<file path="src/core/edtc_pkg.sv">
// Purpose: shared constants and types for the dram timing control block
// Assumes: one 200 MHz clock, classic wishbone register access
// Notes:   tap index n-1 holds delay tap Tn
package edtc_pkg;

	// cycle mode select encodings sent to the dram controller
	typedef enum logic [1:0] {
		EDTC_MODE_REFRESH  = 2'b00,
		EDTC_MODE_SCRUB    = 2'b01,
		EDTC_MODE_RDWR     = 2'b10,
		EDTC_MODE_RESET    = 2'b11
	} edtc_mode_t;

	typedef enum logic [1:0] {
		EDTC_ST_IDLE = 2'b00,
		EDTC_ST_RUN  = 2'b01,
		EDTC_ST_END  = 2'b10
	} edtc_state_t;

	localparam int unsigned EDTC_NTAPS     = 10;
	localparam int unsigned EDTC_TAP_T2    = 1;
	localparam int unsigned EDTC_TAP_T3    = 2;
	localparam int unsigned EDTC_TAP_T4    = 3;
	localparam int unsigned EDTC_TAP_T5    = 4;
	localparam int unsigned EDTC_TAP_T6    = 5;
	localparam int unsigned EDTC_TAP_T7    = 6;
	localparam int unsigned EDTC_TAP_T8    = 7;
	localparam logic [3:0]  EDTC_WAKE_LAST = 4'h7;
	localparam logic [3:0]  EDTC_WAKE_RST  = 4'h0;

	// register map, byte addresses
	localparam logic [7:0]  EDTC_ADR_CTRL   = 8'h00;
	localparam logic [7:0]  EDTC_ADR_STATUS = 8'h04;
	localparam logic [7:0]  EDTC_ADR_SYND   = 8'h08;
	localparam int unsigned EDTC_CTRL_SCRUB = 0;
	localparam int unsigned EDTC_CTRL_IRQEN = 1;
	localparam logic [1:0]  EDTC_CTRL_RST   = 2'h3;
	localparam logic [8:0]  EDTC_SYND_RST   = 9'h000;

endpackage // edtc_pkg

</file>
<file path="src/core/edtc_tap_reg.sv">
// Purpose: one register per delay tap, set by that tap's rising edge
// Assumes: taps are synchronous to i_mclk
// Notes:   clear wins over set so a new cycle starts from a clean tap state
`timescale 1ns/1ps
module edtc_tap_reg
	import edtc_pkg::*;
(
	input  wire logic                  i_mclk,
	input  wire logic                  i_sys_rst,
	input  wire logic [EDTC_NTAPS-1:0] i_tap,
	input  wire logic                  i_clear,
	output logic      [EDTC_NTAPS-1:0] o_tap_q,
	output logic      [EDTC_NTAPS-1:0] o_tap_rise
);
	import edtc_pkg::*;

	logic [EDTC_NTAPS-1:0] tap_prev_q;

	always_ff @(posedge i_mclk or posedge i_sys_rst) begin
		if (i_sys_rst) begin
			tap_prev_q <= '0;
		end else begin
			tap_prev_q <= i_tap;
		end
	end

	always_ff @(posedge i_mclk or posedge i_sys_rst) begin
		if (i_sys_rst) begin
			o_tap_q <= '0;
		end else if (i_clear) begin
			o_tap_q <= '0;
		end else begin
			o_tap_q <= o_tap_q | (i_tap & ~tap_prev_q);
		end
	end

	// one-cycle pulse when a registered tap first becomes set
	assign o_tap_rise = (i_tap & ~tap_prev_q & ~o_tap_q) & {EDTC_NTAPS{~i_clear}};

	tap_clear_a: assert property (@(posedge i_mclk) disable iff (i_sys_rst)
		i_clear |=> (o_tap_q == '0)) else $error("tap registers not cleared by cycle end");

endmodule // edtc_tap_reg

</file>
<file path="src/core/edtc_wb_regs.sv">
// Purpose: classic wishbone slave holding control, status and syndrome
// Assumes: 32-bit data, word-aligned byte addresses
// Notes:   ack follows one cycle after the request; unmapped reads give zero
`timescale 1ns/1ps
module edtc_wb_regs
	import edtc_pkg::*;
(
	input  wire logic        i_mclk,
	input  wire logic        i_sys_rst,
	input  wire logic        i_wb_cyc,
	input  wire logic        i_wb_stb,
	input  wire logic        i_wb_we,
	input  wire logic [7:0]  i_wb_adr,
	input  wire logic [31:0] i_wb_dat,
	input  wire logic [3:0]  i_wb_sel,
	output logic      [31:0] o_wb_dat,
	output logic             o_wb_ack,
	input  wire logic [31:0] i_status,
	input  wire logic [8:0]  i_syndrome,
	output logic      [1:0]  o_ctrl,
	output logic             o_syndrome_read_strobe
);
	import edtc_pkg::*;

	logic req;
	assign req = i_wb_cyc & i_wb_stb & ~o_wb_ack;

	always_ff @(posedge i_mclk or posedge i_sys_rst) begin
		if (i_sys_rst) begin
			o_wb_ack <= 1'b0;
		end else begin
			o_wb_ack <= req;
		end
	end

	always_ff @(posedge i_mclk or posedge i_sys_rst) begin
		if (i_sys_rst) begin
			o_ctrl <= EDTC_CTRL_RST;
		// the write lands on the edge where the master sees ack
		end else if (i_wb_cyc && i_wb_stb && o_wb_ack && i_wb_we && i_wb_sel[0] && i_wb_adr == EDTC_ADR_CTRL) begin
			o_ctrl <= i_wb_dat[1:0];
		end
	end

	always_ff @(posedge i_mclk or posedge i_sys_rst) begin
		if (i_sys_rst) begin
			o_wb_dat <= '0;
		end else if (req && !i_wb_we) begin
			case (i_wb_adr)
				EDTC_ADR_CTRL:   o_wb_dat <= {30'h0, o_ctrl};
				EDTC_ADR_STATUS: o_wb_dat <= i_status;
				EDTC_ADR_SYND:   o_wb_dat <= {23'h0, i_syndrome};
				default:         o_wb_dat <= '0;
			endcase
		end
	end

	// a read of the syndrome word is the software access that clears the irq
	always_ff @(posedge i_mclk or posedge i_sys_rst) begin
		if (i_sys_rst) begin
			o_syndrome_read_strobe <= 1'b0;
		end else begin
			o_syndrome_read_strobe <= req && !i_wb_we && i_wb_adr == EDTC_ADR_SYND;
		end
	end

	ack_one_a: assert property (@(posedge i_mclk) disable iff (i_sys_rst)
		o_wb_ack |=> !o_wb_ack) else $error("ack held longer than one cycle");

endmodule // edtc_wb_regs

</file>
<file path="src/core/edtc_core.sv">
// Purpose: dram timing control: cycle sequencing, modes, wake-up, fill, edc strobes
// Assumes: delay line taps and host bus pins are synchronous to i_mclk
// Notes:   tap index n-1 is tap Tn; strobes are active high unless named _n
// Summary of operation
// - mode 00 refresh, 01 scrub/init, 10 rdwr, 11 reset
// - row strobe request starts taps and bank strobe
// - cycle end returns control to idle
// - taps registered individually, cleared at cycle end
// - wake counter counts tap-eight events up to seven
// - wake-up complete holds until fill inactive
// - reset rising edge sets fill until fill complete
// - held error set at end, sampled at tap two
// - multibit irq at tap four, cleared by syndrome read
// - pulsed column strobe only in rmw and scrub
// - separate write strobe per bank
// - edc control high outputs, low generates check bits
// - edc input latch transparent high, captures low
// - host latch transparent while high
// - word select picks low or high half
// - low address and high-byte enable give byte selects
// - syndrome latch qualified by mode, row request, tap three
// - lane gates qualified by lane gate qualifier
// - internal bus enables include host write term
// - fill writes input latch word with check bits
// - refresh without scrubbing is row-strobe only
// - host refresh line raises refresh request
//
// Our own choices: the Wishbone slave port and the placing of the registers.
`timescale 1ns/1ps
module edtc_core
	import edtc_pkg::*;
(
	input  wire logic                  i_mclk,
	input  wire logic                  i_sys_rst,
	input  wire logic                  i_wb_cyc,
	input  wire logic                  i_wb_stb,
	input  wire logic                  i_wb_we,
	input  wire logic [7:0]            i_wb_adr,
	input  wire logic [31:0]           i_wb_dat,
	input  wire logic [3:0]            i_wb_sel,
	output logic      [31:0]           o_wb_dat,
	output logic                       o_wb_ack,
	input  wire logic                  i_host_reset,
	input  wire logic                  i_host_refresh,
	input  wire logic                  i_mem_access,
	input  wire logic                  i_host_write,
	input  wire logic [1:0]            i_addr_lo,
	input  wire logic                  i_high_byte_en_n,
	input  wire logic [1:0]            i_bank_sel,
	input  wire logic [EDTC_NTAPS-1:0] i_delay_tap,
	input  wire logic                  i_fill_complete,
	input  wire logic                  i_edc_err,
	input  wire logic                  i_edc_merr,
	input  wire logic [8:0]            i_check_bits,
	output logic                       o_row_strobe_request,
	output edtc_mode_t                 o_cycle_mode_select,
	output logic                       o_cycle_end,
	output logic                       o_refresh_request,
	output logic                       o_multibit_irq,
	output logic                       o_pulsed_column_strobe,
	output logic      [2:0]            o_bank_write,
	output logic                       o_edc_out_latch_or_generate,
	output logic                       o_edc_input_capture,
	output logic                       o_system_latch_open,
	output logic                       o_low_half_drive_n,
	output logic                       o_high_half_drive_n,
	output logic      [3:0]            o_byte_write_sel,
	output logic      [3:0]            o_lane_gate,
	output logic                       o_syndrome_capture_n,
	output logic                       o_wakeup_done,
	output logic                       o_fill_active
);
	import edtc_pkg::*;

	edtc_state_t           state_q;
	edtc_state_t           state_d;
	edtc_mode_t            mode_d;
	logic [EDTC_NTAPS-1:0] tap_q;
	logic [EDTC_NTAPS-1:0] tap_rise;
	logic [1:0]            ctrl;
	logic                  syn_rd;
	logic [3:0]            wake_cnt_q;
	logic                  held_err_q;
	logic                  irq_q;
	logic                  rst_prev_q;
	logic                  rfr_prev_q;
	logic                  refresh_pend_q;
	logic                  fill_prev_q;
	logic [8:0]            syndrome_q;
	logic                  write_q;
	logic                  start;
	logic                  end_hit;
	logic                  is_rdwr;
	logic                  rmw_or_scrub;
	logic                  host_rd;
	logic                  syn_hit;
	logic [3:0]            byte_sel;

	// byte write selects from the two low address bits and high-byte enable
	function automatic logic [3:0] byte_decode(input logic [1:0] a, input logic sbhe_n);
		logic [3:0] s;
		s = 4'h0;
		s[{a[1], 1'b0}] = ~a[0];
		s[{a[1], 1'b1}] = ~sbhe_n;
		return s;
	endfunction

	function automatic logic [2:0] bank_decode(input logic [1:0] b);
		logic [2:0] s;
		s = 3'h0;
		if (b < 2'd3) begin
			s[b] = 1'b1;
		end
		return s;
	endfunction

	edtc_tap_reg u_taps (
		.i_mclk     (i_mclk),
		.i_sys_rst  (i_sys_rst),
		.i_tap      (i_delay_tap),
		.i_clear    (o_cycle_end),
		.o_tap_q    (tap_q),
		.o_tap_rise (tap_rise)
	);

	edtc_wb_regs u_regs (
		.i_mclk                 (i_mclk),
		.i_sys_rst              (i_sys_rst),
		.i_wb_cyc               (i_wb_cyc),
		.i_wb_stb               (i_wb_stb),
		.i_wb_we                (i_wb_we),
		.i_wb_adr               (i_wb_adr),
		.i_wb_dat               (i_wb_dat),
		.i_wb_sel               (i_wb_sel),
		.o_wb_dat               (o_wb_dat),
		.o_wb_ack               (o_wb_ack),
		.i_status               ({24'h0, wake_cnt_q, irq_q, held_err_q,
		                          o_wakeup_done, o_fill_active}),
		.i_syndrome             (syndrome_q),
		.o_ctrl                 (ctrl),
		.o_syndrome_read_strobe (syn_rd)
	);

	assign is_rdwr      = o_cycle_mode_select == EDTC_MODE_RDWR;
	assign rmw_or_scrub = (is_rdwr && (write_q || held_err_q)) || o_cycle_mode_select == EDTC_MODE_SCRUB;
	assign host_rd      = is_rdwr && !write_q;
	assign start        = o_fill_active || refresh_pend_q || i_mem_access;
	// long cycles run to tap eight; a clean read ends at tap four
	assign end_hit      = (held_err_q || !host_rd) ? tap_q[EDTC_TAP_T8] : tap_q[EDTC_TAP_T4];
	assign syn_hit      = i_edc_err && o_cycle_mode_select[1] && o_row_strobe_request
	                      && tap_rise[EDTC_TAP_T3];

	// mode choice: wake-up, then fill, then refresh, then host access
	always_comb begin
		if (o_fill_active && !o_wakeup_done) begin
			mode_d = EDTC_MODE_RESET;
		end else if (o_fill_active) begin
			mode_d = EDTC_MODE_SCRUB;
		end else if (refresh_pend_q) begin
			mode_d = ctrl[EDTC_CTRL_SCRUB] ? EDTC_MODE_SCRUB : EDTC_MODE_REFRESH;
		end else begin
			mode_d = EDTC_MODE_RDWR;
		end
	end

	always_comb begin
		state_d = state_q;
		case (state_q)
			EDTC_ST_IDLE: if (start) state_d = EDTC_ST_RUN;
			EDTC_ST_RUN:  if (end_hit) state_d = EDTC_ST_END;
			EDTC_ST_END:  state_d = EDTC_ST_IDLE;
			default:      state_d = EDTC_ST_IDLE;
		endcase
	end

	always_ff @(posedge i_mclk or posedge i_sys_rst) begin
		if (i_sys_rst) begin
			state_q              <= EDTC_ST_IDLE;
			o_row_strobe_request <= 1'b0;
			o_cycle_end          <= 1'b0;
			o_cycle_mode_select  <= EDTC_MODE_RESET;
			write_q              <= 1'b0;
		end else begin
			state_q              <= state_d;
			o_row_strobe_request <= state_d == EDTC_ST_RUN;
			o_cycle_end          <= state_d == EDTC_ST_END;
			if (state_q == EDTC_ST_IDLE && start) begin
				o_cycle_mode_select <= mode_d;
				write_q             <= i_host_write && !o_fill_active && !refresh_pend_q;
			end
		end
	end

	// host refresh: request on the active edge only, since the line outlasts a cycle
	always_ff @(posedge i_mclk or posedge i_sys_rst) begin
		if (i_sys_rst) begin
			rfr_prev_q     <= 1'b0;
			refresh_pend_q <= 1'b0;
		end else begin
			rfr_prev_q <= i_host_refresh;
			if (i_host_refresh && !rfr_prev_q) begin
				refresh_pend_q <= 1'b1;
			end else if (o_cycle_end && !is_rdwr && !o_fill_active) begin
				refresh_pend_q <= 1'b0;
			end
		end
	end
	assign o_refresh_request = refresh_pend_q;

	// fill latch: power-on and host reset edge start wake-up and fill
	always_ff @(posedge i_mclk or posedge i_sys_rst) begin
		if (i_sys_rst) begin
			rst_prev_q    <= 1'b0;
			o_fill_active <= 1'b1;
		end else begin
			rst_prev_q <= i_host_reset;
			if (i_host_reset && !rst_prev_q) begin
				o_fill_active <= 1'b1;
			end else if (i_fill_complete && o_wakeup_done) begin
				o_fill_active <= 1'b0;
			end
		end
	end

	always_ff @(posedge i_mclk or posedge i_sys_rst) begin
		if (i_sys_rst) begin
			fill_prev_q   <= 1'b1;
			wake_cnt_q    <= EDTC_WAKE_RST;
			o_wakeup_done <= 1'b0;
		end else begin
			fill_prev_q <= o_fill_active;
			if (!o_fill_active || (o_fill_active && !fill_prev_q)) begin
				wake_cnt_q    <= EDTC_WAKE_RST;
				o_wakeup_done <= 1'b0;
			end else if (wake_cnt_q == EDTC_WAKE_LAST) begin
				// the eighth cycle runs at count seven; its tap eight ends wake-up
				if (tap_rise[EDTC_TAP_T8]) begin
					o_wakeup_done <= 1'b1;
				end
			end else if (tap_rise[EDTC_TAP_T8] && o_cycle_mode_select == EDTC_MODE_RESET) begin
				wake_cnt_q <= wake_cnt_q + 4'h1;
			end
		end
	end

	// held error assumes the worst until tap two proves the read clean
	always_ff @(posedge i_mclk or posedge i_sys_rst) begin
		if (i_sys_rst) begin
			held_err_q <= 1'b0;
		end else if (o_cycle_end) begin
			held_err_q <= 1'b1;
		end else if (tap_rise[EDTC_TAP_T2]) begin
			held_err_q <= i_edc_err;
		end
	end

	// set wins over a syndrome read in the same cycle
	always_ff @(posedge i_mclk or posedge i_sys_rst) begin
		if (i_sys_rst) begin
			irq_q <= 1'b0;
		end else if (tap_rise[EDTC_TAP_T4] && i_edc_merr && is_rdwr) begin
			irq_q <= 1'b1;
		end else if (syn_rd) begin
			irq_q <= 1'b0;
		end
	end
	assign o_multibit_irq = irq_q && ctrl[EDTC_CTRL_IRQEN];

	always_ff @(posedge i_mclk or posedge i_sys_rst) begin
		if (i_sys_rst) begin
			syndrome_q           <= EDTC_SYND_RST;
			o_syndrome_capture_n <= 1'b1;
		end else begin
			o_syndrome_capture_n <= !syn_hit;
			if (syn_hit) begin
				syndrome_q <= i_check_bits;
			end
		end
	end

	// edc and bus transceiver strobes, all from registered taps
	always_ff @(posedge i_mclk or posedge i_sys_rst) begin
		if (i_sys_rst) begin
			o_pulsed_column_strobe      <= 1'b0;
			o_bank_write                <= 3'h0;
			o_edc_out_latch_or_generate <= 1'b0;
			o_edc_input_capture         <= 1'b1;
			o_system_latch_open         <= 1'b0;
		end else begin
			// second column pulse writes the corrected word back
			o_pulsed_column_strobe <= rmw_or_scrub && o_row_strobe_request
				&& ((tap_q[EDTC_TAP_T2] && !tap_q[EDTC_TAP_T3])
				|| (tap_q[EDTC_TAP_T6] && !tap_q[EDTC_TAP_T7]));
			o_bank_write <= (o_row_strobe_request && (rmw_or_scrub || o_fill_active)
				&& tap_q[EDTC_TAP_T5] && !tap_q[EDTC_TAP_T7])
				? bank_decode(i_bank_sel) : 3'h0;
			o_edc_out_latch_or_generate <= o_row_strobe_request && !o_fill_active
				&& tap_q[EDTC_TAP_T2] && !(write_q && !tap_q[EDTC_TAP_T3]);
			// fill keeps the latch closed so its held word seeds every location
			o_edc_input_capture <= !o_fill_active
				&& !(o_row_strobe_request && tap_q[EDTC_TAP_T3]);
			o_system_latch_open <= o_row_strobe_request && host_rd
				&& tap_q[EDTC_TAP_T2] && !tap_q[EDTC_TAP_T5];
		end
	end

	// host write term opens the lanes on writes; on reads they open only while the system latch is open
	always_comb begin
		byte_sel            = byte_decode(i_addr_lo, i_high_byte_en_n);
		o_byte_write_sel    = (write_q && is_rdwr) ? byte_sel : 4'h0;
		o_low_half_drive_n  = !(i_mem_access && !i_addr_lo[1] && (i_host_write || !write_q));
		o_high_half_drive_n = !(i_mem_access && i_addr_lo[1] && (i_host_write || !write_q));
		o_lane_gate         = byte_sel & {4{i_mem_access && (o_system_latch_open || i_host_write)}};
	end

	mode_enc_a: assert property (@(posedge i_mclk) disable iff (i_sys_rst)
		$rose(o_row_strobe_request) && o_fill_active && !o_wakeup_done
		|-> o_cycle_mode_select == EDTC_MODE_RESET) else $error("wake-up cycle not in reset mode");
	row_start_a: assert property (@(posedge i_mclk) disable iff (i_sys_rst)
		state_q == EDTC_ST_IDLE && start |=> o_row_strobe_request) else $error("row request late");
	end_idle_a: assert property (@(posedge i_mclk) disable iff (i_sys_rst)
		o_cycle_end |=> state_q == EDTC_ST_IDLE && !o_cycle_end) else $error("cycle end did not idle");
	wake_stop_a: assert property (@(posedge i_mclk) disable iff (i_sys_rst)
		o_wakeup_done && o_fill_active |=> wake_cnt_q == EDTC_WAKE_LAST) else $error("wake counter moved");
	wake_hold_a: assert property (@(posedge i_mclk) disable iff (i_sys_rst)
		o_wakeup_done && o_fill_active && !i_fill_complete |=> o_wakeup_done) else $error("done dropped");
	fill_set_a: assert property (@(posedge i_mclk) disable iff (i_sys_rst)
		i_host_reset && !rst_prev_q |=> o_fill_active) else $error("fill not set by reset edge");
	err_set_a: assert property (@(posedge i_mclk) disable iff (i_sys_rst)
		o_cycle_end |=> held_err_q) else $error("held error not set at cycle end");
	irq_set_a: assert property (@(posedge i_mclk) disable iff (i_sys_rst)
		tap_rise[EDTC_TAP_T4] && i_edc_merr && is_rdwr |=> irq_q) else $error("irq not raised");
	cas_gate_a: assert property (@(posedge i_mclk) disable iff (i_sys_rst)
		o_pulsed_column_strobe |-> $past(rmw_or_scrub)) else $error("column pulse outside rmw or scrub");
	synd_cap_a: assert property (@(posedge i_mclk) disable iff (i_sys_rst)
		!o_syndrome_capture_n |-> syndrome_q == $past(i_check_bits)) else $error("syndrome not captured");
	rfr_req_a: assert property (@(posedge i_mclk) disable iff (i_sys_rst)
		$rose(i_host_refresh) |=> o_refresh_request) else $error("refresh request missing");

endmodule // edtc_core

</file>
<file path="config.mk">
export PLATFORM = sky130hd
export DESIGN_NAME = edtc_core
export DESIGN_NICKNAME = d
export VERILOG_FILES = /design/src/core/edtc_pkg.sv /design/src/core/edtc_tap_reg.sv /design/src/core/edtc_wb_regs.sv /design/src/core/edtc_core.sv
export SDC_FILE = /design/constraint.sdc
export NUM_CORES = 1
export LEC_CHECK = 0
export ABC_AREA = 1
export CAP_MARGIN = 15
export CORE_ASPECT_RATIO = 1.2
export CORE_UTILIZATION = 55
export CTS_CLUSTER_SIZE = 30
export DETAILED_ROUTE_END_ITERATION = 8
export DONT_BUFFER_PORTS = 1
export PLACE_DENSITY_LB_ADDON = 0.05
export SYNTH_ARGS = -nofsm -noshare
export SYNTH_HDL_FRONTEND = slang
export SYNTH_SLANG_ARGS = --single-unit
</file>
<file path="constraint.sdc">
create_clock -name i_mclk -period 1.85 [get_ports i_mclk]
set_input_delay 0.37 -clock i_mclk [delete_from_list [all_inputs] [get_ports i_mclk]]
set_output_delay 0.37 -clock i_mclk [all_outputs]
set_load 0.02 [all_outputs]
</file>
==> impl_results.md, run 1 <==
* Top sig layer: met4
* Arrival time worst endpoint at 1.47 ns
* Worst setup path category: reg -> out
* Power Dens Cells at 1330 mW/mm^2
* Design area at 0.00331 sq mm
* Final hold violation count at 0
* GP Congestion at 0.794
* Final nets at 455
* Top-area cell type share of the netlist area at 0.472
* Clock Latency Late Sink at 0.34 ns
* Comb power frac at 0.221
* Routed length on met1 at 2440 microns
* Pins over their slew limit at 0
* VDD IR max at 0.000860 V
* Max-cap violations at 0
* Worst r2r path cells at 6
* CTS Root Cell: clkbuf_8
* Share of cells above drive strength 1 at 0.148
* Gr usage total at 0.245
* Yosys cell types at 27
* Worst path top cell family by delay: flip-flops
* Die ar. at 0.00560 sq mm
* Post-synthesis sequential element count at 63
* End point of the worst hold path: u_taps.tap_prev_q[4]
* Crit path capture type: output port
* Mapped Cells at 348
* Status: complete, no violations
* Most used DFF post-synth: dfrtp_1
* Dpl hpwl at 4560 microns
* Final Setup Violations at 0
* Internal reg-to-reg setup slack at 0.25 ns
* Diode count at 0
* CP Cell Sequence: inv_2 > nor2_4 > nand2_4 > nor3_2 > buf_4
* Metal2 WL at 3030 microns
* Fin crit period at 1.84 ns
* Worst-Margin Slew at 0.567 ns
* Leak at 1.78 nW
* Vias in the first global route at 2143
* CP Launch Type: flip-flop
* Synth Cell Area at 0.00292 sq mm
* Worst Skew at 0.00940 ns
* Sw power at 0.00149 W
* Core Footprint at 0.00501 sq mm
* WHS at 0.0598 ns
* Antenna violations before repair at 0
* Die height at 81.8 microns
* CP Max Fanout at 4
* CTS tree: built
* Hold path depth at 0
* Crit-path slowest cell: dfstp_2
* Vias at 2185
* Ys async rst share at 1.00
* RSZ-0062 raised after global routing: yes
* Buf/Inv on CP at 2
* Area after DPL at 0.00304 sq mm
* Metal3 WL at 432 microns
* Worst reg2reg path startpoint: o_cycle_mode_select[0]
* Chip Width at 68.5 microns
* Starting Density at 0.582
* Syn_area_per_cell at 8.38 sq um
* Clk sink count at 63
* Number of I/O pins at 139
* Sequential Power Share at 0.474
* Setup bufs post-CTS at 0
* Post-synth top area cell: dfrtp_1
* Register area share after synthesis at 0.544
* CTS max path bufs at 2
* EDFF count, synth at 0
* Top post-synthesis cells by area: dfrtp_1 47%, nand2_1 12%, dfstp_2 7.2%, buf_4 5.9%, nand3_1 5.7%
* Fill count at 433
* Worst-path clk slew at 0.06 ns
* Antenna-violating nets left at 0
* CP required at 1.48 ns
* Hold Startpoint: i_delay_tap[4]
* Vias per cell at 4.98
* Drt initial violations at 76
* WL/cell at 13.6 microns
* Port buffer count at 0
* Global-route wire length before repair at 9600 microns
* Final Cycle Share at 0.993
* Most frequent cell after synthesis: nand2_1
* Switching share of total power at 0.339
* Clock power frac at 0.305
* DRC viols at 0
* Critical Path Max Stage Delay at 0.54 ns
* Inserted Clock Buffers at 9
* Area added between synthesis and finish at 13.4%
* GRT overflow at 0
* Reg2reg end: o_bank_write[0]
* Hold Crit Class: in -> reg
* Pin count of the biggest net entering global routing at 29
* Htree depth at 3
* Int Pwr at 0.00290 W
* WL final at 5990 microns
* Top cells by count, synth: 97 x nand2_1, 55 x dfrtp_1, 41 x inv_1
* Row Count at 28
* Syn. warnings at 0
* Rel. slew slack at 0.621
* Drt pass-1 iters at 4
* Achievable Freq at 544 MHz
==> per-stage QoR <==
stage | worst slack, ns | TNS [ns] | power (W) | cells | util
finish | 0.0128 | 0 | 0.00439 | 439 | 0.660
floorplan | -0.00206 | -0.00824 | 0.00276 | 370 | -
CTS | 0.00716 | 0 | 0.00441 | 439 | 0.655
detailed placement | 0.234 | 0 | 0.00305 | 422 | 0.606
global route | -0.0834 | -0.0843 | 0.00469 | 439 | 0.660
global placement | 0.301 | 0 | 0.00300 | 422 | 0.606
==> cells by family after synthesis <==
group	share of synthesized area
simple gates	0.274
buf+inv	0.118
flops	0.544
compound gates	0.0549
xor+xnor	0.00300
fa+ha+maj	0.00429
other cells	0.00129
==> timing repair <==
action	CTS	global route
hold endpoints to repair	19	0
gates resized for setup	3	7
endpoints found under the setup margin	4	8
pin swaps	1	3
gates cloned	0	0
hold buffers	1	0
==> cell usage in the layout (no fill, tap or decap) <==
cell | netlist | routed
inv_2 | 1 | 2
o221ai_1 | 1 | 1
nor2_1 | 32 | 31
nand2_4 | 1 | 2
o22ai_1 | 1 | 1
or2_2 | 2 | 2
clkbuf_8 | 0 | 11
nor3_1 | 12 | 8
nor3_4 | 1 | 1
buf_12 | 0 | 1
xor2_1 | 1 | 1
o21ai_0 | 19 | 18
nor3_2 | 1 | 5
o21ai_1 | 1 | 2
a21oi_1 | 9 | 9
clkbuf_1 | 1 | 2
inv_1 | 41 | 39
nand3_1 | 33 | 33
clkinv_2 | 0 | 1
nor4_4 | 1 | 1
bufinv_16 | 0 | 2
nor2_4 | 0 | 1
dlygate4sd3_1 | 0 | 1
dfstp_2 | 8 | 8
nand4_1 | 2 | 2
nor2_2 | 1 | 1
dfrtp_1 | 55 | 55
buf_4 | 23 | 17
clkinvlp_4 | 0 | 1
conb_1 | 1 | 23
nand2_1 | 97 | 96
ha_1 | 1 | 1
==> cell type report <==
cell class / count / area, sq um / area share
flip-flops and latches: 63 / 1590 / 0.480
multi-input cells: 239 / 1100 / 0.333
inverters: 42 / 161 / 0.0488
clock buffers: 13 / 159 / 0.0481
repair buffers: 19 / 158 / 0.0477
well taps: 60 / 75.1 / 0.0227
clock inverters: 3 / 65.1 / 0.0197
==> state kept, by name (all words and copies together) (netlist names), 2 cells and up <==
name                 cells
u_taps.o_tap_q           7
u_taps.tap_prev_q        7
state_q                  2
o_cycle_mode_select      2
wake_cnt_q               4
syndrome_q               9
u_regs.o_wb_dat          9
o_bank_write             3
u_regs.o_ctrl            2
==> how the worst max path moves through the flow <==
stage / from / to / slack, ns / cells past startpoint
detailed placement: o_cycle_mode_select[0] / o_bank_write[0] / 0.23 / 6
global placement: o_cycle_mode_select[0] / o_bank_write[1] / 0.30 / 6
CTS: o_system_latch_open / o_lane_gate[1] / 0.007 / 3
global route: o_cycle_mode_select[1] / o_byte_write_sel[0] / -0.08 / 5
floorplan: o_cycle_mode_select[1] / o_byte_write_sel[0] / -0.002 / 4
finish: o_cycle_mode_select[1] / o_byte_write_sel[0] / 0.01 / 5
==> power groups by stage <==
stage | registers [W] | clock network [W] | logic, W
detailed placement | 0.00209 | 0 | 0.000959
global placement | 0.00208 | 0 | 0.000928
finish | 0.00208 | 0.00134 | 0.000970
global route | 0.00212 | 0.00143 | 0.00114
floorplan | 0.00204 | 0 | 0.000722
CTS | 0.00207 | 0.00137 | 0.000969
==> metal layers <==
layer  track usage  vias to the layer above
li1              -                     1103
met1         0.277                      995
met2         0.416                       79
met3        0.0972                        8
met4        0.0813                        0
met5             0                        -
No activity file was read; power rests on OpenSTA's default activity.
==> run 2, diff against run 1 <==
--- a/config.mk
+++ b/config.mk
@@ -8,7 +8,7 @@
 export ABC_AREA = 1
 export CAP_MARGIN = 15
 export CORE_ASPECT_RATIO = 1.2
-export CORE_UTILIZATION = 55
+export CORE_UTILIZATION = 56
 export CTS_CLUSTER_SIZE = 30
 export DETAILED_ROUTE_END_ITERATION = 8
 export DONT_BUFFER_PORTS = 1
==> run 2 against run 1 <==
Net effect:
- fmax is 0.33% higher
- hold slack worse by 0.0037 ns
- via count up 0.59%
- combinational power rose by 2.5%
- global-route usage decreased by 0.78 points
- die area fell by 1.7%
- register-to-register slack worse by 0.10 ns
- first-iteration DRC count is 68% higher
- wire length fell by 0.70%
- critical path type unchanged
- largest cell class unchanged
- highest routed layer unchanged
==> impl_results.md, run 2 (same netlist as run 1, synthesis figures left out) <==
* Htree depth at 3 (unchanged)
* Routed length on met1 at 2440 microns (about the same)
* Port buffer count at 0 (unchanged)
* Final hold violation count at 0 (unchanged)
* Antenna-violating nets left at 0 (unchanged)
* Number of I/O pins at 139 (unchanged)
* Starting Density at 0.586 (+0.00410)
* Most frequent cells in the layout: 96 x nand2_1, 55 x dfrtp_1, 39 x inv_1
* CP Max Fanout at 4 (unchanged)
* Inserted Clock Buffers at 9 (unchanged)
* Final nets at 455 (unchanged)
* Leak at 1.80 nW (+0.81%)
* Crit-path slowest cell: dfstp_2
* CP Launch Type: flip-flop
* Gr usage total at 0.237 (-0.00781)
* Core Footprint at 0.00497 sq mm (-0.70%)
* Top sig layer: met4
* GP Congestion at 0.799 (+0.69%)
* Global-route wire length before repair at 9380 microns (-2.3%)
* Achievable Freq at 546 MHz (+0.33%)
* Pin count of the biggest net entering global routing at 41 (+41%)
* Fin crit period at 1.83 ns (-0.00596 ns)
* Worst setup path category: reg -> out
* CTS max path bufs at 2 (unchanged)
* Arrival time worst endpoint at 1.46 ns (about the same)
* Commonest non-fill, non-tap cell in the layout: nand2_1
* WL final at 5940 microns (-0.70%)
* Vias at 2198 (+0.59%)
* CTS Root Cell: clkbuf_8
* Die height at 81.0 microns (-0.87%)
* Metal3 WL at 415 microns (-3.9%)
* Final Cycle Share at 0.990 (-0.00322)
* Drt pass-1 iters at 4 (unchanged)
* Clock Latency Late Sink at 0.34 ns (about the same)
* Diode count at 0 (unchanged)
* Metal2 WL at 3060 microns (+1.1%)
* Critical Path Max Stage Delay at 0.56 ns (+0.02 ns)
* Die ar. at 0.00550 sq mm (-1.7%)
* Hold Crit Class: in -> reg
* Area after DPL at 0.00302 sq mm (-0.49%)
* Worst Skew at 0.00610 ns (-0.00331 ns)
* Chip Width at 67.9 microns (-0.87%)
* GRT overflow at 0 (unchanged)
* RSZ-0062 raised after global routing: yes
* Worst-Margin Slew at 0.575 ns (+0.00864 ns)
* CP required at 1.48 ns (about the same)
* DRC viols at 0 (unchanged)
* Max-cap violations at 0 (unchanged)
* Pins over their slew limit at 0 (unchanged)
* Power Dens Cells at 1360 mW/mm^2 (+2.3%)
* Worst-path clk slew at 0.07 ns (about the same)
* Rel. slew slack at 0.615 (-0.00578)
* Vias in the first global route at 2051 (-4.3%)
* WL/cell at 13.5 microns (-0.70%)
* Antenna violations before repair at 0 (unchanged)
* CTS tree: built
* Final Setup Violations at 0 (unchanged)
* Design area at 0.00334 sq mm (+1.0%)
* Crit path capture type: output port
* Row Count at 28 (unchanged)
* Dpl hpwl at 4400 microns (-3.5%)
* Vias per cell at 5.01 (+0.59%)
* Area added between synthesis and finish at 14.6%
* Drt initial violations at 128 (+68%)
* Clk sink count at 63 (unchanged)
* CP Cell Sequence: inv_4 > nor2_4 > nand2_4 > nor3_4 > buf_6
* Largest registers: syndrome_q (9), u_regs.o_wb_dat (9)
* Status: complete, no violations
* Power consumption at 0.00454 W (+3.4%)
* VDD IR max at 0.000797 V (-7.4%)
* Share of cells above drive strength 1 at 0.153 (+0.00528)
[run 2: repair_timing]
item                                   CTS  global route
gates resized for setup                  5             8
buffers inserted                         0             2
hold buffers                             1             0
setup endpoints to repair                8             4
pin swaps                                0             2
endpoints found under the hold margin   19             0
[run 2: cell type report]
| type | count | area, sq um |
|---|---|---|
| fill | 414 | 1630 |
| multi-input combinational | 239 | 1110 |
| sequential | 63 | 1590 |
| clock inverter | 6 | 108 |
| inverter | 42 | 164 |
| tap | 60 | 75.1 |
| timing repair buffer | 19 | 161 |
| clock buffer | 10 | 138 |
[run 2: per-stage QoR]
step	setup slack [ns]	hold slack, ns	setup TNS [ns]	instances	utilization
6_report	0.0187	0.0561	0	439	0.672
5_1_grt	-0.0474	0.0279	-0.0889	439	0.672
4_1_cts	0.00934	0.0385	0	437	0.662
3_5_place_dp	0.256	0.326	0	420	0.608
3_3_place_gp	0.287	0.319	0	420	0.608
2_1_floorplan	-0.00206	0.400	-0.00824	370	-
[run 2: path summary, 6_finish.rpt]
| kind | endpoint | depth (start not counted) | slack (ns) | start |
|---|---|---|---|---|
| worst max-delay path | o_byte_write_sel[3] | 5 | 0.02 | o_cycle_mode_select[1] |
| worst min-delay path | u_taps.tap_prev_q[1] | 0 | 0.06 | i_delay_tap[1] |
| worst max register to register | o_bank_write[1] | 7 | 0.15 | o_cycle_mode_select[0] |
| worst min register to register | o_refresh_request | 1 | 0.43 | rfr_prev_q |
| max in group asynchronous | u_regs.o_ctrl[1] | 3 | 0.66 | i_sys_rst |
| min in group asynchronous | u_regs.o_wb_dat[8] | 2 | 0.56 | i_sys_rst |
[run 2: power by group]
part / switching [W] / internal (W) / total, W
clock network: 0.000532 / 0.000927 / 0.00146
logic: 0.000630 / 0.000364 / 0.000994
registers: 0.000356 / 0.00173 / 0.00208
total: 0.00152 / 0.00302 / 0.00454
[run 2: critical path: cells and delay by family, from the launching register on]
family	cells	cell delay, ns
simple gates	3	0.38
flops	1	0.56
buf+inv	2	0.18
[run 2: metal layers]
metal	global-route usage	vias to the layer above
met3	0.0927	4
met5	0	-
met4	0.0625	0
li1	-	1106
met2	0.399	71
met1	0.280	1017
